$ cat config.mk
export PLATFORM = sky130hd
export DESIGN_NAME = usart_register_interface
export DESIGN_NICKNAME = d
export VERILOG_FILES = /design/src/usart_baud_gen.v /design/src/usart_register_interface.v
export VERILOG_INCLUDE_DIRS = /design/src
export SDC_FILE = /design/constraint.sdc
export NUM_CORES = 1
export LEC_CHECK = 0
export BUFFER_PORTS_ARGS = -buffer_cell sky130_fd_sc_hd__buf_2
export CAP_MARGIN = 20
export CORE_ASPECT_RATIO = 1.75
export CORE_MARGIN = 2
export CORE_UTILIZATION = 50
export CTS_CLUSTER_DIAMETER = 100
export DETAILED_ROUTE_END_ITERATION = 8
export PLACE_DENSITY = 0.77
export SLEW_MARGIN = 20
export SYNTH_ARGS = -nofsm -noshare
export SYNTH_HDL_FRONTEND = slang
export SYNTH_HIERARCHICAL = 1
export SYNTH_SLANG_ARGS = --single-unit
$ cat constraint.sdc
create_clock -name core_clk -period 4.2 [get_ports core_clk]
set_clock_uncertainty 0.15 [all_clocks]
set_input_delay 0.84 -clock core_clk [delete_from_list [all_inputs] [get_ports core_clk]]
set_output_delay 0.84 -clock core_clk [all_outputs]
set_load 0.03 [all_outputs]
$ cat src/usart_map.vh
// Purpose: Register map, field positions and timing constants of the USART.
// Assumes: Included by bare name from the USART design files.
// Notes:   Definitions only.
`ifndef USART_MAP_VH
`define USART_MAP_VH

// Byte offsets on the register bus.
`define OFF_DATA       5'h00
`define OFF_STAT_A     5'h04
`define OFF_STAT_B     5'h08
`define OFF_FRAME      5'h0c
`define OFF_BAUD       5'h10
`define ADDR_HI        7
`define ADDR_LO        5

// Status and control A.
`define A_RXC          7
`define A_TXC          6
`define A_UDRE         5
`define A_FE           4
`define A_DOR          3
`define A_UPE          2
`define A_U2X          1
`define A_MPCM         0

// Status and control B.
`define B_RECEIVE_COMPLETE_IRQ_EN        7
`define B_TRANSMIT_COMPLETE_IRQ_EN        6
`define B_DATA_EMPTY_IRQ_EN        5
`define B_RECEIVER_ENABLE         4
`define B_TRANSMITTER_ENABLE         3
`define B_CSZ2         2
`define B_RXB8         1
`define B_TXB8         0

// Frame configuration.
`define C_MODE_HI      7
`define C_MODE_LO      6
`define C_PAR_HI       5
`define C_PAR_LO       4
`define C_STOP         3
`define C_CSZ_HI       2
`define C_CSZ_LO       1
`define C_POL          0

// Field encodings.
`define MODE_ASYNC     2'h0
`define MODE_SYNC      2'h1
`define PAR_OFF        2'h0
`define PAR_EVEN       2'h2
`define PAR_ODD        2'h3

// Baud ticks per bit.
`define SPB_NORMAL     5'h10
`define SPB_DOUBLE     5'h08
`define SPB_SYNC       5'h02

// Reset values.
`define RST_BYTE       8'h00
`define RST_FRAME      8'h06
`define RST_BAUD       12'h000

// Bus answers.
`define RESP_OKAY      2'h0
`define RESP_SLVERR    2'h2

`endif

$ cat src/usart_baud_gen.v
// Purpose: Baud prescaler giving one tick per divisor-plus-one clocks.
// Assumes: Divisor and reload pulse come from the register file.
// Notes:   A reload restarts the count at once.
`timescale 1ns/100ps
`default_nettype none
`include "usart_map.vh"

module usart_baud_gen (
  // Clock and reset.
  input  wire        core_clk,
  input  wire        rst_n,
  // Control.
  input  wire [11:0] baud_divisor,
  input  wire        reload,
  // Tick out.
  output reg         tick
);

  reg [11:0] count;

  // Counts down and reloads from the divisor at zero.
  always @(posedge core_clk) begin
    if (!rst_n) begin
      count <= `RST_BAUD;
      tick  <= 1'b0;
    end else if (reload) begin
      count <= baud_divisor;
      tick  <= 1'b0;
    end else if (count == 12'h000) begin
      count <= baud_divisor;
      tick  <= 1'b1;
    end else begin
      count <= count - 12'h001;
      tick  <= 1'b0;
    end
  end

endmodule // usart_baud_gen

`default_nettype wire

$ cat src/usart_register_interface.v
// Purpose: Register file, transmitter and receiver of a serial transceiver.
// Assumes: AXI4-Lite slave on core_clk; serial_rx_pin is asynchronous.
// Notes:   Master SPI mode and the reserved mode leave both engines idle.
//
// Behaviour
// - Data writes go to transmit buffer, reads return receive buffer, masked.
// - Data-empty flag is one after reset; writes while clear are dropped.
// - Enabled transmitter moves buffer into empty shift register, then sends.
// - Receive buffer is a two-entry FIFO popped by every data read.
// - Receive-complete bit 7 shows unread data; cleared by flush.
// - Transmit-complete bit 6 sets after frame with empty buffer; clears.
// - Frame-error bit 4 shows head entry's first stop bit was zero.
// - Overrun bit 3 sets on new start with full FIFO and waiting char.
// - Parity-error bit 2 shows head entry failed enabled parity check.
// - Double speed cuts ticks per bit from 16 to 8, async only.
// - Filter on drops frames lacking address marker; transmitter unaffected.
// - Each interrupt needs its enable, global enable and its flag.
// - Receiver owns rx pin when enabled; disable flushes FIFO and errors.
// - Transmitter drives pin; disable waits until shifter and buffer empty.
// - Mode field 00 async, 01 sync, 11 master SPI, 10 reserved.
// - Parity field 00 off, 10 even, 11 odd; generate and check.
// - Stop select gives one or two transmit stop bits; receiver ignores.
// - Size code 000-011 gives 5-8 bits, 111 nine, both directions.
// - Clock polarity sets sync clock edges, sync mode only.
// - Divisor is 12 bits; low byte write reloads the prescaler.
// - Address marker is first stop bit, or ninth bit for nine-bit frames.
`timescale 1ns/100ps
`default_nettype none
`include "usart_map.vh"

module usart_register_interface (
  // Clock and reset.
  input  wire        core_clk,
  input  wire        rst_n,
  // AXI4-Lite write address and data.
  input  wire        awvalid,
  output reg         awready,
  input  wire [7:0]  awaddr,
  input  wire        wvalid,
  output reg         wready,
  input  wire [31:0] wdata,
  input  wire [3:0]  wstrb,
  // AXI4-Lite write response.
  output reg         bvalid,
  input  wire        bready,
  output reg  [1:0]  bresp,
  // AXI4-Lite read.
  input  wire        arvalid,
  output reg         arready,
  input  wire [7:0]  araddr,
  output reg         rvalid,
  input  wire        rready,
  output reg  [31:0] rdata,
  output reg  [1:0]  rresp,
  // Processor interrupt side.
  input  wire        global_irq_en,
  input  wire        tx_complete_irq_ack,
  output reg         irq_receive_complete,
  output reg         irq_transmit_complete,
  output reg         irq_data_empty,
  // Serial pins.
  input  wire        serial_rx_pin,
  output reg         serial_rx_owned,
  output reg         serial_tx_pin,
  output reg         serial_tx_oe,
  output reg         sync_clock_pin,
  output reg         sync_clock_oe
);

  localparam TX_IDLE = 1'b0;
  localparam TX_SEND = 1'b1;
  localparam RX_IDLE = 1'b0;
  localparam RX_RECV = 1'b1;

  // Bus slave state.
  reg        aw_full;
  reg        w_full;
  reg [4:0]  wr_addr;
  reg [31:0] wr_data;
  reg [3:0]  wr_strb;
  reg        next_aw_full;
  reg        next_w_full;
  reg        next_bvalid;
  reg        next_rvalid;
  wire       do_write = aw_full & w_full & ~bvalid;
  wire       do_read  = arvalid & arready;
  wire       wr_ok    = (awaddr[`ADDR_HI:`ADDR_LO] == 3'h0);

  // Registers.
  reg        double_speed;
  reg        multiproc_filter;
  reg        transmit_complete_flag;
  reg        overrun_flag;
  reg [7:0]  serial_status_control_b;
  reg [7:0]  serial_frame_config;
  reg [11:0] baud_divisor;
  reg        baud_reload;
  wire       baud_tick;

  // Transmit path.
  reg        tx_state;
  reg        tx_active;
  reg [8:0]  transmit_buffer;
  reg        tx_buf_valid;
  reg [12:0] tx_shift;
  reg [3:0]  tx_left;
  reg [4:0]  tx_phase;
  reg        tx_done;
  reg [12:0] tx_frame;
  reg [3:0]  tx_len;

  // Receive path.
  reg        rx_meta;
  reg        rx_in;
  reg        rx_state;
  reg [4:0]  rx_phase;
  reg [3:0]  rx_idx;
  reg [10:0] rx_bits;
  reg        rx_done;
  reg [10:0] rx_pend;
  reg        rx_pend_valid;
  reg [10:0] receive_buffer [0:1];
  reg        rx_rd_ptr;
  reg        rx_wr_ptr;
  reg [1:0]  rx_count;

  // Decoded configuration.
  wire [1:0] operating_mode_select = serial_frame_config[`C_MODE_HI:`C_MODE_LO];
  wire [1:0] parity_mode = serial_frame_config[`C_PAR_HI:`C_PAR_LO];
  wire       par_en = parity_mode[1];
  wire       mode_ok = (operating_mode_select == `MODE_ASYNC) |
                       (operating_mode_select == `MODE_SYNC);
  wire       receiver_enable = serial_status_control_b[`B_RECEIVER_ENABLE];
  wire       transmitter_enable = serial_status_control_b[`B_TRANSMITTER_ENABLE];
  wire       transmit_ninth_bit = serial_status_control_b[`B_TXB8];
  wire [2:0] char_size = {serial_status_control_b[`B_CSZ2],
                          serial_frame_config[`C_CSZ_HI:`C_CSZ_LO]};
  reg  [3:0] char_bits;
  reg  [4:0] spb;
  wire [8:0] data_mask = 9'h1ff >> (4'd9 - char_bits);
  wire [4:0] half_bit = spb >> 1;
  wire [3:0] rx_total = char_bits + {3'h0, par_en} + 4'd1;

  // Receive FIFO head and flags.
  wire        rx_has = (rx_count != 2'h0);
  wire [10:0] rx_head = rx_has ? receive_buffer[rx_rd_ptr] : 11'h000;
  wire        rx_pop  = do_read & (araddr == {3'h0, `OFF_DATA}) & rx_has;
  wire        rx_push = rx_pend_valid & ((rx_count != 2'h2) | rx_pop);
  wire        data_empty_flag = ~tx_buf_valid;

  // Receive frame decode.
  wire [8:0] r_data = rx_bits[8:0] & data_mask;
  wire       r_par  = rx_bits[char_bits];
  wire       r_stop = rx_bits[char_bits + {3'h0, par_en}];
  wire       r_mark = (char_bits == 4'd9) ? rx_bits[8] : r_stop;
  wire       r_pe   = par_en & (^r_data ^ parity_mode[0] ^ r_par);

  usart_baud_gen u_baud (
    .core_clk     (core_clk),
    .rst_n        (rst_n),
    .baud_divisor (baud_divisor),
    .reload       (baud_reload),
    .tick         (baud_tick)
  );

  // Character size and ticks per bit.
  always @* begin
    case (char_size)
      3'h0:    char_bits = 4'd5;
      3'h1:    char_bits = 4'd6;
      3'h2:    char_bits = 4'd7;
      3'h3:    char_bits = 4'd8;
      3'h7:    char_bits = 4'd9;
      default: char_bits = 4'd8;
    endcase
    if (operating_mode_select == `MODE_SYNC)
      spb = `SPB_SYNC;
    else if (double_speed)
      spb = `SPB_DOUBLE;
    else
      spb = `SPB_NORMAL;
  end

  // Builds the outgoing frame, least significant bit first.
  integer i;
  always @* begin
    tx_frame = 13'h1fff;
    tx_frame[0] = 1'b0;
    for (i = 0; i < 9; i = i + 1) begin
      if (i < char_bits)
        tx_frame[i + 1] = transmit_buffer[i];
    end
    if (par_en)
      tx_frame[char_bits + 4'd1] =
        ^(transmit_buffer & data_mask) ^ parity_mode[0];
    tx_len = char_bits + {3'h0, par_en} + 4'd2 +
             {3'h0, serial_frame_config[`C_STOP]};
  end

  // Bus handshake bookkeeping.
  always @* begin
    next_aw_full = (aw_full & ~do_write) | (awvalid & awready);
    next_w_full  = (w_full & ~do_write) | (wvalid & wready);
    next_bvalid  = (bvalid & ~bready) | do_write;
    next_rvalid  = (rvalid & ~rready) | do_read;
  end

  always @(posedge core_clk) begin
    if (!rst_n) begin
      aw_full <= 1'b0;
      w_full  <= 1'b0;
      awready <= 1'b0;
      wready  <= 1'b0;
      arready <= 1'b0;
      bvalid  <= 1'b0;
      rvalid  <= 1'b0;
      bresp   <= `RESP_OKAY;
      rresp   <= `RESP_OKAY;
      rdata   <= 32'h0000_0000;
      wr_addr <= 5'h00;
      wr_data <= 32'h0000_0000;
      wr_strb <= 4'h0;
    end else begin
      aw_full <= next_aw_full;
      w_full  <= next_w_full;
      bvalid  <= next_bvalid;
      rvalid  <= next_rvalid;
      awready <= ~next_aw_full & ~next_bvalid;
      wready  <= ~next_w_full & ~next_bvalid;
      arready <= ~next_rvalid;
      if (awvalid & awready)
        wr_addr <= wr_ok ? awaddr[4:0] : 5'h1f;
      if (wvalid & wready) begin
        wr_data <= wdata;
        wr_strb <= wstrb;
      end
      if (do_write)
        bresp <= (wr_addr > `OFF_BAUD || wr_addr[1:0] != 2'h0) ?
                 `RESP_SLVERR : `RESP_OKAY;
      if (do_read) begin
        rresp <= `RESP_OKAY;
        rdata <= 32'h0000_0000;
        case (araddr)
          {3'h0, `OFF_DATA}:
            rdata[8:0] <= {1'b0, rx_head[7:0]};
          {3'h0, `OFF_STAT_A}:
            rdata[7:0] <= {rx_has, transmit_complete_flag, data_empty_flag,
                           rx_head[9], overrun_flag, rx_head[10],
                           double_speed, multiproc_filter};
          {3'h0, `OFF_STAT_B}:
            rdata[7:0] <= {serial_status_control_b[7:2], rx_head[8],
                           transmit_ninth_bit};
          {3'h0, `OFF_FRAME}:
            rdata[7:0] <= serial_frame_config;
          {3'h0, `OFF_BAUD}:
            rdata[15:0] <= {4'h0, baud_divisor};
          default:
            rresp <= `RESP_SLVERR;
        endcase
      end
    end
  end

  // Register writes and the transmit buffer.
  always @(posedge core_clk) begin
    if (!rst_n) begin
      double_speed            <= 1'b0;
      multiproc_filter        <= 1'b0;
      serial_status_control_b <= `RST_BYTE;
      serial_frame_config     <= `RST_FRAME;
      baud_divisor            <= `RST_BAUD;
      baud_reload             <= 1'b0;
      transmit_buffer         <= 9'h000;
      tx_buf_valid            <= 1'b0;
    end else begin
      baud_reload <= 1'b0;
      if (tx_state == TX_IDLE && tx_active && mode_ok && tx_buf_valid)
        tx_buf_valid <= 1'b0;
      if (do_write && wr_strb[0]) begin
        case (wr_addr)
          `OFF_DATA: begin
            if (data_empty_flag) begin
              transmit_buffer <= {transmit_ninth_bit, wr_data[7:0]};
              tx_buf_valid    <= 1'b1;
            end
          end
          `OFF_STAT_A: begin
            double_speed     <= wr_data[`A_U2X];
            multiproc_filter <= wr_data[`A_MPCM];
          end
          `OFF_STAT_B:
            serial_status_control_b <= {wr_data[7:2],
                                        serial_status_control_b[`B_RXB8],
                                        wr_data[`B_TXB8]};
          `OFF_FRAME:
            serial_frame_config <= wr_data[7:0];
          `OFF_BAUD: begin
            baud_divisor[7:0] <= wr_data[7:0];
            baud_reload       <= 1'b1;
          end
          default: ;
        endcase
      end
      if (do_write && wr_strb[1] && wr_addr == `OFF_BAUD)
        baud_divisor[11:8] <= wr_data[11:8];
    end
  end

  // Transmitter.
  always @(posedge core_clk) begin
    if (!rst_n) begin
      tx_state  <= TX_IDLE;
      tx_active <= 1'b0;
      tx_shift  <= 13'h1fff;
      tx_left   <= 4'h0;
      tx_phase  <= 5'h00;
      tx_done   <= 1'b0;
    end else begin
      tx_done   <= 1'b0;
      tx_active <= transmitter_enable |
                   (tx_active & ((tx_state == TX_SEND) | tx_buf_valid));
      case (tx_state)
        TX_IDLE: begin
          if (tx_active && mode_ok && tx_buf_valid) begin
            tx_shift <= tx_frame;
            tx_left  <= tx_len;
            tx_phase <= 5'h00;
            tx_state <= TX_SEND;
          end
        end
        TX_SEND: begin
          if (baud_tick) begin
            if (tx_phase == spb - 5'h01) begin
              tx_phase <= 5'h00;
              tx_shift <= {1'b1, tx_shift[12:1]};
              tx_left  <= tx_left - 4'h1;
              if (tx_left == 4'h1) begin
                tx_state <= TX_IDLE;
                tx_done  <= 1'b1;
              end
            end else begin
              tx_phase <= tx_phase + 5'h01;
            end
          end
        end
        default: tx_state <= TX_IDLE;
      endcase
    end
  end

  // Transmit-complete flag; a new completion wins over a clear.
  always @(posedge core_clk) begin
    if (!rst_n) begin
      transmit_complete_flag <= 1'b0;
    end else begin
      if (tx_complete_irq_ack ||
          (do_write && wr_strb[0] && wr_addr == `OFF_STAT_A &&
           wr_data[`A_TXC]))
        transmit_complete_flag <= 1'b0;
      if (tx_done && !tx_buf_valid)
        transmit_complete_flag <= 1'b1;
    end
  end

  // Receiver with pin synchroniser.
  always @(posedge core_clk) begin
    if (!rst_n) begin
      rx_meta       <= 1'b1;
      rx_in         <= 1'b1;
      rx_state      <= RX_IDLE;
      rx_phase      <= 5'h00;
      rx_idx        <= 4'h0;
      rx_bits       <= 11'h000;
      rx_done       <= 1'b0;
      rx_pend       <= 11'h000;
      rx_pend_valid <= 1'b0;
      rx_rd_ptr     <= 1'b0;
      rx_wr_ptr     <= 1'b0;
      rx_count      <= 2'h0;
      overrun_flag  <= 1'b0;
    end else begin
      rx_meta <= serial_rx_pin;
      rx_in   <= rx_meta;
      rx_done <= 1'b0;
      if (!receiver_enable || !mode_ok) begin
        rx_state      <= RX_IDLE;
        rx_pend_valid <= 1'b0;
        rx_count      <= 2'h0;
        rx_rd_ptr     <= 1'b0;
        rx_wr_ptr     <= 1'b0;
        overrun_flag  <= 1'b0;
      end else begin
        if (rx_push) begin
          receive_buffer[rx_wr_ptr] <= rx_pend;
          rx_wr_ptr     <= ~rx_wr_ptr;
          rx_pend_valid <= 1'b0;
        end
        if (rx_pop)
          rx_rd_ptr <= ~rx_rd_ptr;
        rx_count <= rx_count + {1'b0, rx_push} - {1'b0, rx_pop};
        if (do_read && araddr == {3'h0, `OFF_DATA})
          overrun_flag <= 1'b0;
        if (rx_done && !(multiproc_filter && !r_mark)) begin
          rx_pend       <= {r_pe, ~r_stop, r_data};
          rx_pend_valid <= 1'b1;
        end
        case (rx_state)
          RX_IDLE: begin
            if (baud_tick && !rx_in) begin
              rx_state <= RX_RECV;
              rx_phase <= 5'h00;
              rx_idx   <= 4'h0;
              if (rx_pend_valid && rx_count == 2'h2 && !rx_pop)
                overrun_flag <= 1'b1;
            end
          end
          RX_RECV: begin
            if (baud_tick) begin
              rx_phase <= (rx_phase == spb - 5'h01) ? 5'h00 :
                          rx_phase + 5'h01;
              if (rx_phase == half_bit) begin
                rx_idx <= rx_idx + 4'h1;
                if (rx_idx == 4'h0 && rx_in)
                  rx_state <= RX_IDLE;
                if (rx_idx != 4'h0)
                  rx_bits[rx_idx - 4'h1] <= rx_in;
                if (rx_idx == rx_total) begin
                  rx_state <= RX_IDLE;
                  rx_done  <= 1'b1;
                end
              end
            end
          end
          default: rx_state <= RX_IDLE;
        endcase
      end
    end
  end

  // Pin control, synchronous clock and interrupt lines.
  always @(posedge core_clk) begin
    if (!rst_n) begin
      serial_tx_pin         <= 1'b1;
      serial_tx_oe          <= 1'b0;
      serial_rx_owned       <= 1'b0;
      sync_clock_pin        <= 1'b0;
      sync_clock_oe         <= 1'b0;
      irq_receive_complete  <= 1'b0;
      irq_transmit_complete <= 1'b0;
      irq_data_empty        <= 1'b0;
    end else begin
      serial_tx_oe    <= tx_active;
      serial_tx_pin   <= (tx_state == TX_SEND) ? tx_shift[0] : 1'b1;
      serial_rx_owned <= receiver_enable;
      sync_clock_oe   <= (operating_mode_select == `MODE_SYNC) &
                         (tx_active | receiver_enable);
      sync_clock_pin  <= serial_frame_config[`C_POL] ^
                         ((operating_mode_select == `MODE_SYNC) &
                          (tx_state == TX_SEND) &
                          (tx_phase >= half_bit));
      irq_receive_complete  <= global_irq_en & rx_has &
                               serial_status_control_b[`B_RECEIVE_COMPLETE_IRQ_EN];
      irq_transmit_complete <= global_irq_en & transmit_complete_flag &
                               serial_status_control_b[`B_TRANSMIT_COMPLETE_IRQ_EN];
      irq_data_empty        <= global_irq_en & data_empty_flag &
                               serial_status_control_b[`B_DATA_EMPTY_IRQ_EN];
    end
  end

endmodule // usart_register_interface

`default_nettype wire

==> metrics.md <==
| Metric | Value |
|---|---|
| Status | finished, final reports clean |
| CP required | 4.38 ns |
| Post-route setup TNS | 0 ns |
| CTS buffer count | 17 |
| R2R Setup Slk | 0.40 ns |
| Count of cells resized by post-cts repair | 0 |
| Power Dens Cells | 405 nW/um^2 |
| Max Slew Vio Count | 0 |
| Die X | 106 um |
| PnR worst setup slack | 0.397 ns |
| VDD IR max | 0.412 mV |
| Most common cell after layout, fill and taps aside | dfxtp_1 |
| DR vias | 7,565 |
| Reg2reg path depth | 12 |
| Period utilisation layout | 90.5% |
| Clk pin slew, worst setup/hold paths | 0.07 ns |
| Slowest stage cell, crit path | nor2_1 |
| DRT Pass-1 Iters | 5 |
| Clock latency on the worst-skew pair | 0.44 ns |
| Vias in the first global route | 7,385 |
| Initial DRC count | 466 |
| Synth Instances | 1,027 |
| Final Hold Viols | 0 |
| Min-Delay Endpoint | rx_in |
| Fillers | 1,587 |
| Avg Cell Area, Syn | 8.91 um^2 |
| DP Wirelength | 16,500 um |
| Die area | 19,400 um^2 |
| Minimum clock period after layout | 3.80 ns |
| Ranking of synthesized cells by area | dfxtp_1 37%, edfxtp_1 7.2%, nand2_1 5.3% |
| Routed Wire Length | 22,700 um |
| Drc violations | 0 |
| WS Path Type | reg -> reg |
| Top-Level Pins | 111 |
| Critical path endpoint category | register |
| Layout cell share with drive strength beyond 1 | 13.5% |
| Synth cell types | 78 |
| Crit start category | register |
| Initial antenna violation count | 0 |
| Clock sink count | 191 |
| CP dominant cell by count | ha_1 |
| Multi-input gate area | 4680 um^2 |
| Sequential element share of the synthesized area | 44.2% |
| Post-place setup slack | 0.482 ns |
| Fmax | 0.263 GHz |
| Synth Warn # | 6 |
| TritonCTS clock tree | done |
| Max Buffers Root-to-Sink | 2 |
| Gr usage total | 23.6% |
| Starting Density | 50.9% |
| R2r endpoint | tx_shift[9] |
| Drt wl/cell | 17.3 um |
| Slew HR | 32.6% |
| Worst hold path class | reg -> reg |
| First-pass GRT wire length | 36,100 um |
| Area growth syn-to-layout | 11.6% |
| FF+latch area | 4040 um^2 |
| Post-Syn Area | 9150 um^2 |
| Die height | 183 um |
| Routability cong. | 0.897 |
| Final setup vio count | 0 |
| Hold_sp | rx_meta |
| Post-synth top area share | 37.0% |
| RSZ-0062 raised after global routing | no |
| Total power | 4.13 mW |
| Ys async rst share | 0% |
| CP Data Arrival Time | 3.99 ns |
| Most frequent cells in the layout | 169 x dfxtp_1, 129 x nand2_1, 99 x nor2_1 |
| Area leader, netlist | dfxtp_1 |
| Largest net degree at the start of global routing | 93 |
| Root buffer cell | clkbuf_16 |
| Row cnt | 65 |
| Nets | 1,154 |
| Worst-Margin Slew | 1.01 ns |
| Leakage power | 3.93 nW |
| I/O Buffers | 66 |
| Number of setup buffers added after CTS | 0 |
| Number of flops mapped to enable cells by yosys | 22 |
| CP Max Fanout | 9 |
| Crit Reg-Reg Startpoint | serial_frame_config[2] |
| CTS H-tree depth | 4 |
| Grt ovf | 0 |
| Slowest stage delay, CP | 0.43 ns |
| Via-per-instance ratio | 5.75 |
| FF+latch count, synth | 191 |
| Max-capacitance violation count | 0 |
| WHS Path Cells | 1 |
| Hold-fix buffers at CTS | 0 |
| Top FF cell, synth | dfxtp_1 |
| CP Cell Sequence | a21oi_2 > inv_1 > ha_1 > ha_1 > nor2_1 > a311oi_1 > o2bb2ai_1 > xnor2_1 > or4_4 > nand3_2 > o31a_1 > a211o_1 |
| Core Region | 18,000 um^2 |
| Remaining antenna violation count | 0 |
layer usage:
| layer | track usage, % | share of wire (%) | vias up |
|---|---|---|---|
| met4 | 15.7 | 5.6 | 0 |
| met2 | 44.3 | 54 | 215 |
| met1 | 23.4 | 36 | 3618 |
| met5 | 0 | 0 | - |
| met3 | 3.62 | 3.8 | 66 |
| li1 | - | - | 3666 |
flip-flops by register name, indices dropped and copies added (netlist names), 2 cells and up, named ones only:
signal / cells
baud_divisor: 12
wr_addr: 5
transmit_buffer: 9
tx_shift: 13
wr_data: 12
tx_phase: 5
serial_status_control_b: 7
rdata: 12
rx_count: 2
serial_frame_config: 8
receive_buffer: 22
rx_phase: 5
rx_pend: 11
rx_bits: 11
rx_idx: 4
wr_strb: 2
tx_left: 4
u_baud/count: 12
power by group:
group | internal (mW) | switching (mW) | leakage, nW
Combinational | 0.184 | 0.272 | 2.04
Sequential | 1.91 | 0.0760 | 1.58
Clock | 0.905 | 0.780 | 0.307
area by class of cell:
cell class              count  area share [%]
clock buffers              19            4.55
repair buffers             80            4.39
multi-input cells         745            45.8
inverters                  32            1.18
clock inverters            13            1.57
flip-flops and latches    191            39.6
well taps                 234            2.87
diodes                      1          0.0245
worst max-delay path: cells and delay by family (launching register included):
kind | cells | cell delay (ns)
AO/OA/AOI/OAI | 5 | 1.29
XOR/XNOR | 1 | 0.31
adder cells (fa/ha/maj) | 2 | 0.64
buffers and inverters | 1 | 0.12
flip-flops | 1 | 0.41
AND/OR/NAND/NOR | 3 | 0.76
how the worst max path moves through the flow:
stage | start | slack, ns | to
finish | serial_frame_config[2] | 0.40 | tx_shift[9]
global route | serial_frame_config[2] | 0.20 | tx_shift[9]
CTS | serial_frame_config[2] | 0.46 | tx_shift[9]
detailed placement | serial_frame_config[2] | 0.48 | tx_shift[9]
global placement | serial_frame_config[2] | 0.58 | tx_shift[9]
floorplan | serial_frame_config[2] | 0.83 | tx_shift[9]
synthesized netlist by cell type, drive strengths merged (7+ instances only):
| library cell | instances |
|---|---|
| dfxtp | 169 |
| nand2 | 129 |
| nor2 | 99 |
| a21oi | 74 |
| nand3 | 49 |
| mux2i | 48 |
| clkbuf | 47 |
| o21ai | 35 |
| buf | 33 |
| inv | 31 |
| xnor2 | 30 |
| nor3 | 28 |
| ha | 25 |
| edfxtp | 22 |
| xor2 | 15 |
| nand2b | 14 |
| nand4 | 13 |
| mux2 | 11 |
| a31oi | 9 |
| nor2b | 9 |
| or3 | 9 |
| and2 | 8 |
| nor4 | 7 |
| o2111ai | 7 |
per-stage QoR:
stage                     area [um^2]  hold slack [ns]  utilization, %  std cells
after floorplan                  9230            0.236               -       1048
after global placement           9580            0.244            53.3       1282
after detailed placement         9580            0.252            53.3       1282
after CTS                       10200            0.274            56.8       1314
after global routing            10200            0.317            56.8       1314
final                           10200            0.267            56.8       1315
cells by family after synthesis:
family | count (synthesis) | synth area share, %
adder cells (fa/ha/maj) | 25 | 3.42
other | 1 | 0.0410
multiplexers | 64 | 7.83
AND/OR/NAND/NOR | 398 | 20.6
flip-flops | 191 | 44.2
AO/OA/AOI/OAI | 190 | 13.7
XOR/XNOR | 46 | 4.55
buffers and inverters | 112 | 5.66
No activity file was read; power rests on OpenSTA's default activity.
